File: src/hw/qoc_pkg.sv
// Purpose: Constants for the per-interface QoS override and control register bank.
// Assumes: Word-indexed register port, one 32-bit word per register.
// Notes: Offsets are local choices; each interface owns a block of four words.
//
// How it works
// - Read override field forces read QoS value
// - Write override field forces write QoS value
// - Override applies when forced and regulator off
// - Bits 11:8 report current regulated value, read-only
// - Non-secure accesses refused unless permission set
// - Control bit 31 reports regulation support
// - Without support control register has no effect
// - Bit 21 selects normal or quiesce-high
// - Normal holds value idle, quiesce-high drifts up
// - Bit 20 selects read latency or period
// - Bit 16 selects write latency or period
// - Bit 3 read outstanding enable, lite only
// - Bit 2 write outstanding enable, lite only
// - Bit 1 enables read value regulation
// - Bit 0 enables write value regulation
// - Outstanding enable change waits until its channel has no transactions outstanding
package qoc_pkg;
  // ----------------------------------------------------------------
  // Register map
  // ----------------------------------------------------------------
  localparam int unsigned QOC_IF_STRIDE = 4; // Words per interface block
  localparam logic [1:0] QOC_OFS_RD_OVR = 2'h0; // read_qos_override
  localparam logic [1:0] QOC_OFS_WR_OVR = 2'h1; // write_qos_override
  localparam logic [1:0] QOC_OFS_CTRL = 2'h2; // qos_regulation_control
  // ----------------------------------------------------------------
  // Field positions
  // ----------------------------------------------------------------
  localparam int unsigned QOC_OVR_LO = 0; // Override value [3:0]
  localparam int unsigned QOC_CUR_LO = 8; // Current value [11:8]
  localparam int unsigned QOC_QW = 4; // QoS width
  localparam int unsigned QOC_B_SUPP = 31;
  localparam int unsigned QOC_B_QHIGH = 21;
  localparam int unsigned QOC_B_RPER = 20;
  localparam int unsigned QOC_B_WPER = 16;
  localparam int unsigned QOC_B_ROT = 3;
  localparam int unsigned QOC_B_WOT = 2;
  localparam int unsigned QOC_B_RQV = 1;
  localparam int unsigned QOC_B_WQV = 0;
  // ----------------------------------------------------------------
  // Reset, limit and idle step values
  // ----------------------------------------------------------------
  localparam logic [3:0] QOC_QOS_RST = 4'h0;
  localparam logic [3:0] QOC_QOS_MAX = 4'hF;
  localparam logic [31:0] QOC_RAZ = 32'h0000_0000;
  localparam int unsigned QOC_IDLE_STEP = 16; // Idle cycles per quiesce-high step
endpackage

File: src/hw/qoc_chan.sv
// Purpose: One channel (read or write) of one interface: override field, current value, QoS select.
// Assumes: Regulator arithmetic is outside; its value arrives on reg_qos.
// Notes: In quiesce-high mode the reported value climbs while the master is idle.
`timescale 1ns/10ps
module qoc_chan
  import qoc_pkg::*;
(
  input wire logic mclk,
  input wire logic rst_n,
  input wire logic ovr_we, // Write strobe for the override field
  input wire logic [3:0] ovr_wdata, // Write data for the override field
  input wire logic force_in, // Synchronised force input
  input wire logic reg_en, // Value regulation enabled
  input wire logic qhigh, // Quiesce-high mode
  input wire logic idle, // Master has no traffic on this channel
  input wire logic [3:0] reg_qos, // Regulator value
  input wire logic [3:0] req_qos, // QoS arriving with the request
  output logic [3:0] ovr_ff, // Stored override field
  output logic [3:0] cur_ff, // Value applied to QoS-zero requests
  output logic [3:0] out_qos // QoS forwarded downstream
);
  // ----------------------------------------------------------------
  // State
  // ----------------------------------------------------------------
  logic [4:0] idle_cnt_ff; // Idle cycle counter for drifting
  logic [4:0] nxt_idle_cnt;
  logic [3:0] nxt_cur;
  logic step; // Drift one step now
  logic regulating; // Force high and regulator on
  assign regulating = force_in & reg_en;
  assign step = qhigh & idle & (idle_cnt_ff == 5'(QOC_IDLE_STEP - 1));
  assign nxt_idle_cnt = (qhigh & idle & ~step) ? idle_cnt_ff + 5'h01 : 5'h00;
  // Normal mode tracks the regulator while busy and holds when idle; quiesce-high drifts toward max when idle
  assign nxt_cur = ~regulating ? QOC_QOS_RST :
                   (qhigh & idle) ? ((step && cur_ff != QOC_QOS_MAX) ? cur_ff + 4'h1 : cur_ff) :
                   (idle ? cur_ff : reg_qos);
  // Override wins only while forced and unregulated
  assign out_qos = (force_in & ~reg_en) ? ovr_ff :
                   (regulating && req_qos == 4'h0) ? cur_ff : req_qos;
  // ----------------------------------------------------------------
  // Registers
  // ----------------------------------------------------------------
  // Override field and regulator tracking
  always_ff @(posedge mclk or negedge rst_n) begin
    if (!rst_n) begin
      ovr_ff <= QOC_QOS_RST;
      cur_ff <= QOC_QOS_RST;
      idle_cnt_ff <= 5'h00;
    end else begin
      if (ovr_we) begin
        ovr_ff <= ovr_wdata;
      end
      cur_ff <= nxt_cur;
      idle_cnt_ff <= nxt_idle_cnt;
    end
  end
  // ----------------------------------------------------------------
  // Checks
  // ----------------------------------------------------------------
  ovr_select_a: assert property (@(posedge mclk) disable iff (!rst_n)
    (force_in && !reg_en) |-> out_qos == ovr_ff) else $error("override not applied");
  cur_clear_a: assert property (@(posedge mclk) disable iff (!rst_n)
    !regulating |=> cur_ff == QOC_QOS_RST) else $error("current value not cleared");
  idle_hold_a: assert property (@(posedge mclk) disable iff (!rst_n)
    (regulating && !qhigh && idle) ##1 (regulating && !qhigh && idle) |-> $stable(cur_ff))
    else $error("value moved while idle in normal mode");
endmodule

File: src/hw/qoc_regs.sv
// Purpose: QoS override and control registers for a set of slave interfaces.
// Assumes: Register port with read data one cycle after the read strobe; force pins are asynchronous.
// Notes: Interface i uses word addresses i*4 + offset; unmapped words read zero.
`timescale 1ns/10ps
module qoc_regs
  import qoc_pkg::*;
#(
  parameter int unsigned N_IF = 5, // Number of slave interfaces
  parameter logic [4:0] LITE_MASK = 5'h07, // Interfaces with lite protocol
  parameter logic QOS_SUPPORTED = 1'b1 // Regulation present in this build
)(
  input wire logic mclk,
  input wire logic rst_n,
  input wire logic [4:0] reg_addr, // Word address
  input wire logic [31:0] reg_wdata,
  input wire logic reg_wr, // Write strobe
  input wire logic reg_rd, // Read strobe
  input wire logic reg_secure, // Access is secure
  input wire logic nonsec_allow, // Non-secure access permitted
  output logic [31:0] reg_rdata_ff, // Read data, one cycle after strobe
  input wire logic [4:0] qos_force_input, // Per-interface force pins
  input wire logic [4:0] rd_idle, // Read channel idle per interface
  input wire logic [4:0] wr_idle, // Write channel idle per interface
  input wire logic [4:0] rd_none_out, // No reads outstanding
  input wire logic [4:0] wr_none_out, // No writes outstanding
  input wire logic [19:0] rd_reg_qos, // Regulator read value per interface
  input wire logic [19:0] wr_reg_qos, // Regulator write value per interface
  input wire logic [19:0] rd_req_qos, // Incoming read QoS per interface
  input wire logic [19:0] wr_req_qos, // Incoming write QoS per interface
  output logic [19:0] rd_out_qos, // Forwarded read QoS
  output logic [19:0] wr_out_qos, // Forwarded write QoS
  output logic [4:0] rd_ot_en, // Outstanding-read regulation in force
  output logic [4:0] wr_ot_en, // Outstanding-write regulation in force
  output logic [4:0] qhigh_mode, // Quiesce-high per interface
  output logic [4:0] rd_period_mode, // Read regulator period mode
  output logic [4:0] wr_period_mode // Write regulator period mode
);
  // ----------------------------------------------------------------
  // Input synchronisers
  // ----------------------------------------------------------------
  logic [4:0] force_meta_ff; // First stage, read only by second
  logic [4:0] force_ff; // Synchronised force pins
  always_ff @(posedge mclk or negedge rst_n) begin
    if (!rst_n) begin
      force_meta_ff <= 5'h00;
      force_ff <= 5'h00;
    end else begin
      force_meta_ff <= qos_force_input;
      force_ff <= force_meta_ff;
    end
  end
  // ----------------------------------------------------------------
  // Decode
  // ----------------------------------------------------------------
  logic access_ok; // Security check passes
  logic wr_ok;
  logic [2:0] sel_if; // Addressed interface
  logic [1:0] sel_ofs; // Word within the block
  logic sel_valid; // Interface exists
  assign access_ok = reg_secure | nonsec_allow;
  assign wr_ok = reg_wr & access_ok;
  assign sel_if = reg_addr[4:2];
  assign sel_ofs = reg_addr[1:0];
  assign sel_valid = 32'(sel_if) < N_IF;
  // ----------------------------------------------------------------
  // Per-interface storage
  // ----------------------------------------------------------------
  logic [31:0] word_rd [N_IF][3]; // Read view of each register
  logic [5:0] ctrl_ff [N_IF]; // {qhigh, rper, wper, rqv, wqv, pad}
  logic [1:0] ot_req_ff [N_IF]; // Programmed {rot, wot}
  logic [1:0] ot_act_ff [N_IF]; // Enables in force {rot, wot}
  genvar g;
  for (g = 0; g < N_IF; g++) begin : g_if
    logic hit; // Interface addressed by a valid write
    logic ctrl_we;
    logic lite; // Lite protocol interface
    logic [3:0] rd_ovr;
    logic [3:0] wr_ovr;
    logic [3:0] rd_cur;
    logic [3:0] wr_cur;
    logic [1:0] nxt_ot_req;
    logic [1:0] nxt_ot_act;
    assign lite = LITE_MASK[g];
    assign hit = wr_ok & sel_valid & (32'(sel_if) == g);
    assign ctrl_we = hit & (sel_ofs == QOC_OFS_CTRL) & QOS_SUPPORTED;
    // Full coherent interfaces keep the outstanding enables at zero
    assign nxt_ot_req = ctrl_we ? ({reg_wdata[QOC_B_ROT], reg_wdata[QOC_B_WOT]} & {2{lite}}) :
                        ot_req_ff[g];
    // Each enable follows its request only when that channel has drained
    assign nxt_ot_act[1] = rd_none_out[g] ? ot_req_ff[g][1] : ot_act_ff[g][1];
    assign nxt_ot_act[0] = wr_none_out[g] ? ot_req_ff[g][0] : ot_act_ff[g][0];
    // Control register writes
    always_ff @(posedge mclk or negedge rst_n) begin
      if (!rst_n) begin
        ctrl_ff[g] <= 6'h00;
        ot_req_ff[g] <= 2'h0;
        ot_act_ff[g] <= 2'h0;
      end else begin
        if (ctrl_we) begin
          ctrl_ff[g] <= {reg_wdata[QOC_B_QHIGH], reg_wdata[QOC_B_RPER], reg_wdata[QOC_B_WPER],
                         reg_wdata[QOC_B_RQV], reg_wdata[QOC_B_WQV], 1'b0};
        end
        ot_req_ff[g] <= nxt_ot_req;
        ot_act_ff[g] <= nxt_ot_act;
      end
    end
    qoc_chan u_rd (
      .mclk(mclk),
      .rst_n(rst_n),
      .ovr_we(hit & (sel_ofs == QOC_OFS_RD_OVR)),
      .ovr_wdata(reg_wdata[QOC_OVR_LO +: QOC_QW]),
      .force_in(force_ff[g]),
      .reg_en(ctrl_ff[g][2]),
      .qhigh(ctrl_ff[g][5]),
      .idle(rd_idle[g]),
      .reg_qos(rd_reg_qos[g*4 +: 4]),
      .req_qos(rd_req_qos[g*4 +: 4]),
      .ovr_ff(rd_ovr),
      .cur_ff(rd_cur),
      .out_qos(rd_out_qos[g*4 +: 4])
    );
    qoc_chan u_wr (
      .mclk(mclk),
      .rst_n(rst_n),
      .ovr_we(hit & (sel_ofs == QOC_OFS_WR_OVR)),
      .ovr_wdata(reg_wdata[QOC_OVR_LO +: QOC_QW]),
      .force_in(force_ff[g]),
      .reg_en(ctrl_ff[g][1]),
      .qhigh(ctrl_ff[g][5]),
      .idle(wr_idle[g]),
      .reg_qos(wr_reg_qos[g*4 +: 4]),
      .req_qos(wr_req_qos[g*4 +: 4]),
      .ovr_ff(wr_ovr),
      .cur_ff(wr_cur),
      .out_qos(wr_out_qos[g*4 +: 4])
    );
    // Read views; everything else reads zero
    assign word_rd[g][0] = {20'h00000, rd_cur, 4'h0, rd_ovr};
    assign word_rd[g][1] = {20'h00000, wr_cur, 4'h0, wr_ovr};
    assign word_rd[g][2] = QOS_SUPPORTED ?
                           {1'b1, 9'h000, ctrl_ff[g][5], ctrl_ff[g][4], 3'h0, ctrl_ff[g][3],
                            12'h000, ot_req_ff[g], ctrl_ff[g][2], ctrl_ff[g][1]} : QOC_RAZ;
    assign rd_ot_en[g] = ot_act_ff[g][1];
    assign wr_ot_en[g] = ot_act_ff[g][0];
    assign qhigh_mode[g] = ctrl_ff[g][5];
    assign rd_period_mode[g] = ctrl_ff[g][4];
    assign wr_period_mode[g] = ctrl_ff[g][3];
    // Checks
    ot_lite_a: assert property (@(posedge mclk) disable iff (!rst_n)
      !lite |-> ot_req_ff[g] == 2'h0) else $error("outstanding enable on coherent port");
    ot_wait_a: assert property (@(posedge mclk) disable iff (!rst_n)
      (!rd_none_out[g] ##1 1'b1) |-> $stable(ot_act_ff[g][1])) else $error("read enable changed busy");
    ot_take_a: assert property (@(posedge mclk) disable iff (!rst_n)
      wr_none_out[g] |=> ot_act_ff[g][0] == $past(ot_req_ff[g][0])) else $error("write enable not taken");
  end
  for (g = N_IF; g < 5; g++) begin : g_pad
    assign rd_out_qos[g*4 +: 4] = 4'h0;
    assign wr_out_qos[g*4 +: 4] = 4'h0;
    assign rd_ot_en[g] = 1'b0;
    assign wr_ot_en[g] = 1'b0;
    assign qhigh_mode[g] = 1'b0;
    assign rd_period_mode[g] = 1'b0;
    assign wr_period_mode[g] = 1'b0;
  end
  // ----------------------------------------------------------------
  // Read port
  // ----------------------------------------------------------------
  logic [31:0] rd_sel; // Word selected by the address
  assign rd_sel = (!access_ok || !sel_valid || sel_ofs == 2'h3) ? QOC_RAZ : word_rd[sel_if][sel_ofs];
  always_ff @(posedge mclk or negedge rst_n) begin
    if (!rst_n) begin
      reg_rdata_ff <= QOC_RAZ;
    end else begin
      reg_rdata_ff <= reg_rd ? rd_sel : QOC_RAZ;
    end
  end
  sec_block_a: assert property (@(posedge mclk) disable iff (!rst_n)
    (reg_rd && !reg_secure && !nonsec_allow) |=> reg_rdata_ff == QOC_RAZ) else $error("non-secure read leaked");
  supp_bit_a: assert property (@(posedge mclk) disable iff (!rst_n)
    (reg_rd && access_ok && sel_valid && sel_ofs == QOC_OFS_CTRL) |=> reg_rdata_ff[QOC_B_SUPP] == QOS_SUPPORTED)
    else $error("support bit wrong");
  rsvd_zero_a: assert property (@(posedge mclk) disable iff (!rst_n)
    reg_rdata_ff[30:22] == 9'h000 && reg_rdata_ff[15:12] == 4'h0) else $error("reserved bits set");
endmodule

File: config.mk
export PLATFORM = sky130hd
export DESIGN_NAME = qoc_regs
export DESIGN_NICKNAME = d
export VERILOG_FILES = /design/src/hw/qoc_pkg.sv /design/src/hw/qoc_chan.sv /design/src/hw/qoc_regs.sv
export SDC_FILE = /design/constraint.sdc
export NUM_CORES = 1
export LEC_CHECK = 0
export BUFFER_PORTS_ARGS = -buffer_cell sky130_fd_sc_hd__buf_2
export CAP_MARGIN = 40
export CORE_ASPECT_RATIO = 0.8
export CORE_MARGIN = 2
export CORE_UTILIZATION = 59
export CTS_BUF_LIST = sky130_fd_sc_hd__clkbuf_4 sky130_fd_sc_hd__clkbuf_8 sky130_fd_sc_hd__clkbuf_16
export DETAILED_ROUTE_END_ITERATION = 6
export MAX_ROUTING_LAYER = met4
export PLACE_DENSITY = 0.88
export SYNTH_ARGS = -nofsm -noshare
export SYNTH_HDL_FRONTEND = slang
export SYNTH_SLANG_ARGS = --single-unit
File: constraint.sdc
create_clock -name mclk -period 3.8 [get_ports mclk]
set_input_delay 0.95 -clock mclk [delete_from_list [all_inputs] [get_ports mclk]]
set_output_delay 0.95 -clock mclk [all_outputs]
set_load 0.005 [all_outputs]
==> key figures <==
Status
  • Outcome: complete, no violations

Finish
  • Finished Layout Cells: around 1500
  • Area delta synth->final: 16.1%
  • Storage cell area: roughly 4700 sq um
  • Layout cells sized above 1: 0.276
  • Multi-input gate area: approximately 5300 sq um
  • Most common cell after layout, fill and taps aside: buf_2
  • Most frequent cells in the layout: 190 x buf_2, 189 x dfrtp_1, 106 x nand2_1
  • Final nets: between 1000 and 1500
  • Filler cell count: 1238

Floorplanning
  • Row count: 43
  • I/O Pins: 245
  • Die outline width: 152 microns
  • Initial Util: 0.600
  • Core area: approximately 17000 sq um
  • Die area: around 19000 sq um
  • Chip height: approximately 120 microns

Placement
  • Dpl hpwl: around 20000 microns
  • Final GP Congestion: between 0.9 and 1
  • Placed cells: 1420
  • DP Worst Slack: 0.660 ns
  • Port buffer count: 191

CTS
  • Clock root cell: clkbuf_16
  • CTS tree: done
  • Skew-Pair Late Insertion Delay: 0.44 ns
  • Clk pin slew, worst setup/hold paths: 0.07 ns
  • CTS sink count: between 150 and 200
  • Post-cts sizing count: 0
  • Buffer count from post-CTS setup fixing: 0
  • Hold-fix buffers, CTS: 0
  • CTS Buffer Depth: 2
  • Number of buffers created by CTS: 17
  • H-tree depth: 4

Synth
  • Cell Area, Synth: just over 10000 sq um
  • Post-synthesis sequential area ratio: 0.456
  • Synthesized flop and latch total: 189
  • Syn avg cell area: around 10 sq um
  • Post-synth ARST share: 1.00
  • EDFF count, synth: 0
  • Ys flop type: dfrtp_1
  • Post-synthesis cell count: ~1000
  • Yosys top cell area share: 0.456
  • Yosys warnings: 0
  • Area leader, netlist: dfrtp_1
  • Netlist cell types: 54
  • Synth area leaders: dfrtp_1 46%, mux2_2 8.5%, o21ai_0 4.4%

Setup path
  • CP Capture Type: output port
  • Critical path's largest stage delay: ~0.53 ns
  • Cell mode on critical path: buf_2
  • Cell count of the worst reg-to-reg path: 7
  • CP startpoint: rd_req_qos[5]
  • CP max FO: 4
  • CP Cell Sequence: buf_2 -> nor4_1 -> a31oi_1 -> o21ai_0 -> buf_2
  • Critical path's slowest cell: nor4_1
  • Startpoint Class: input port
  • Critical Path RT: approximately 2.9 ns
  • WS Path Type: input port to output port
  • Arr. time, crit path: about 2.3 ns
  • Worst r2r src: g_if[4].u_wr.idle_cnt_ff[0]

STA
  • Max-slew headroom: 0.493
  • Final worst path period need: about 3.2 ns
  • Final setup margin: just under 0.6 ns
  • Final period util: 0.844
  • Highest Clock Rate: approximately 0.31 GHz
  • Worst-margin pin slew: between 0.7 and 0.8 ns
  • Finish-stage setup viols: 0
  • RSZ-0062 raised after global routing: no
  • Clock Skews: ~0.0097 ns
  • WHS: about 0.35 ns
  • Final-report hold violation count: 0
  • Setup TNS: 0 ns
  • Max Transition Viols Final: 0

Min path
  • Hold path start: force_meta_ff[3]
  • Hold path depth: 0
  • Worst hold path type: flip-flop to flip-flop

Routing
  • Drt pass-1 iters: 5
  • Drc violations: 0
  • Drt total wl: about 28000 microns
  • Via Count: 8799
  • Vias per cell: just over 6
  • Drt wl/cell: 19.1 microns
  • DRT antenna net count: 0
  • DRT iter0 DRCs: between 900 and 1000

Global route
  • Tot GR Track Use: 0.312
  • Largest net degree at the start of global routing: 61
  • Initial antenna violation count: 1
  • First-pass GRT wire length: 44100 microns
  • Number of global-route vias before repair: about 8400
  • Grt ovf: 0

Pwr
  • Leakage: around 0.0056 uW
  • Worst vdd ir: between 300 and 400 uV
  • PD cells: 432 nW/um^2

Flow run
  • Max-cap violations: 0
-- path summary, 6_finish.rpt --
path,slack [ns],endpoint
worst max-delay path,0.59,rd_out_qos[5]
worst min-delay path,0.35,force_ff[3]
worst max register to register,1.67,g_if[4].u_wr.cur_ff[0]
worst min register to register,0.35,force_ff[3]
max in group asynchronous,2.48,g_if[3].u_wr.ovr_ff[3]
min in group asynchronous,0.41,force_ff[4]
-- registers in the layout (all words and copies together), names as in the netlist --
signal,count
g_if.u_wr.cur_ff,20
wr_period_mode,5
g_if.u_wr.idle_cnt_ff,25
g_if.u_rd.cur_ff,20
qhigh_mode,5
reg_rdata_ff,12
g_if.u_rd.idle_cnt_ff,25
force_ff,5
ot_req_ff,6
wr_ot_en,3
rd_ot_en,3
g_if.u_wr.ovr_ff,20
g_if.u_rd.ovr_ff,20
ctrl_ff,10
rd_period_mode,5
force_meta_ff,5
-- routing by layer --
metal | track usage | share of wire | vias to the layer above
met2 | 0.479 | 0.46 | 448
met5 | - | 0 | -
met4 | 0.0870 | 0.017 | 0
li1 | - | - | 4052
met1 | 0.426 | 0.43 | 4262
met3 | 0.0671 | 0.093 | 37
-- cell type report --
cell class	count	area share
inverters	23	0.00717
flip-flops and latches	189	0.393
repair buffers	197	0.0864
multi-input cells	786	0.437
clock inverters	15	0.0176
well taps	225	0.0234
clock buffers	17	0.0353
diodes	1	0.000208
-- worst max-delay path, delay by kind of cell --
kind,cells,cell delay (ns)
and+or+nand+nor,1,0.53
AOI/OAI and AO/OA,2,0.48
buffers and inverters,2,0.30
-- cell usage after synthesis (23+ instances only) --
| cell | number |
|---|---|
| a31oi_1 | 47 |
| buf_4 | 32 |
| o21ai_0 | 91 |
| dfrtp_1 | 189 |
| inv_1 | 23 |
| nor2_1 | 90 |
| nor2b_1 | 26 |
| nand3_1 | 42 |
| nand2_1 | 106 |
| mux2_2 | 78 |
| ha_1 | 30 |
| a21oi_1 | 31 |
-- report_power, final --
group / internal (uW) / switching (uW) / leakage [uW] / total, uW
combinational: 393 / 438 / 0.00280 / 831
clock: 1120 / 815 / 0.000308 / 1930
sequential: 2190 / 244 / 0.00253 / 2440
-- logic make-up after synthesis --
logic type               synth area share
AND/OR/NAND/NOR                     0.182
multiplexers                        0.133
buffers and inverters              0.0446
adder cells (fa/ha/maj)            0.0362
flip-flops                          0.456
XOR/XNOR                           0.0169
other                            0.000362
AO/OA/AOI/OAI                       0.131
-- stage by stage --
step / power (uW) / area, sq um / utilization
after floorplan: 2890 / 10500 / -
after global placement: 3230 / 11400 / 0.658
after detailed placement: 3280 / 11400 / 0.660
after CTS: 5200 / 12000 / 0.697
after global routing: 5400 / 12000 / 0.697
final: 5200 / 12000 / 0.697
(Power assumes the default switching activity.)
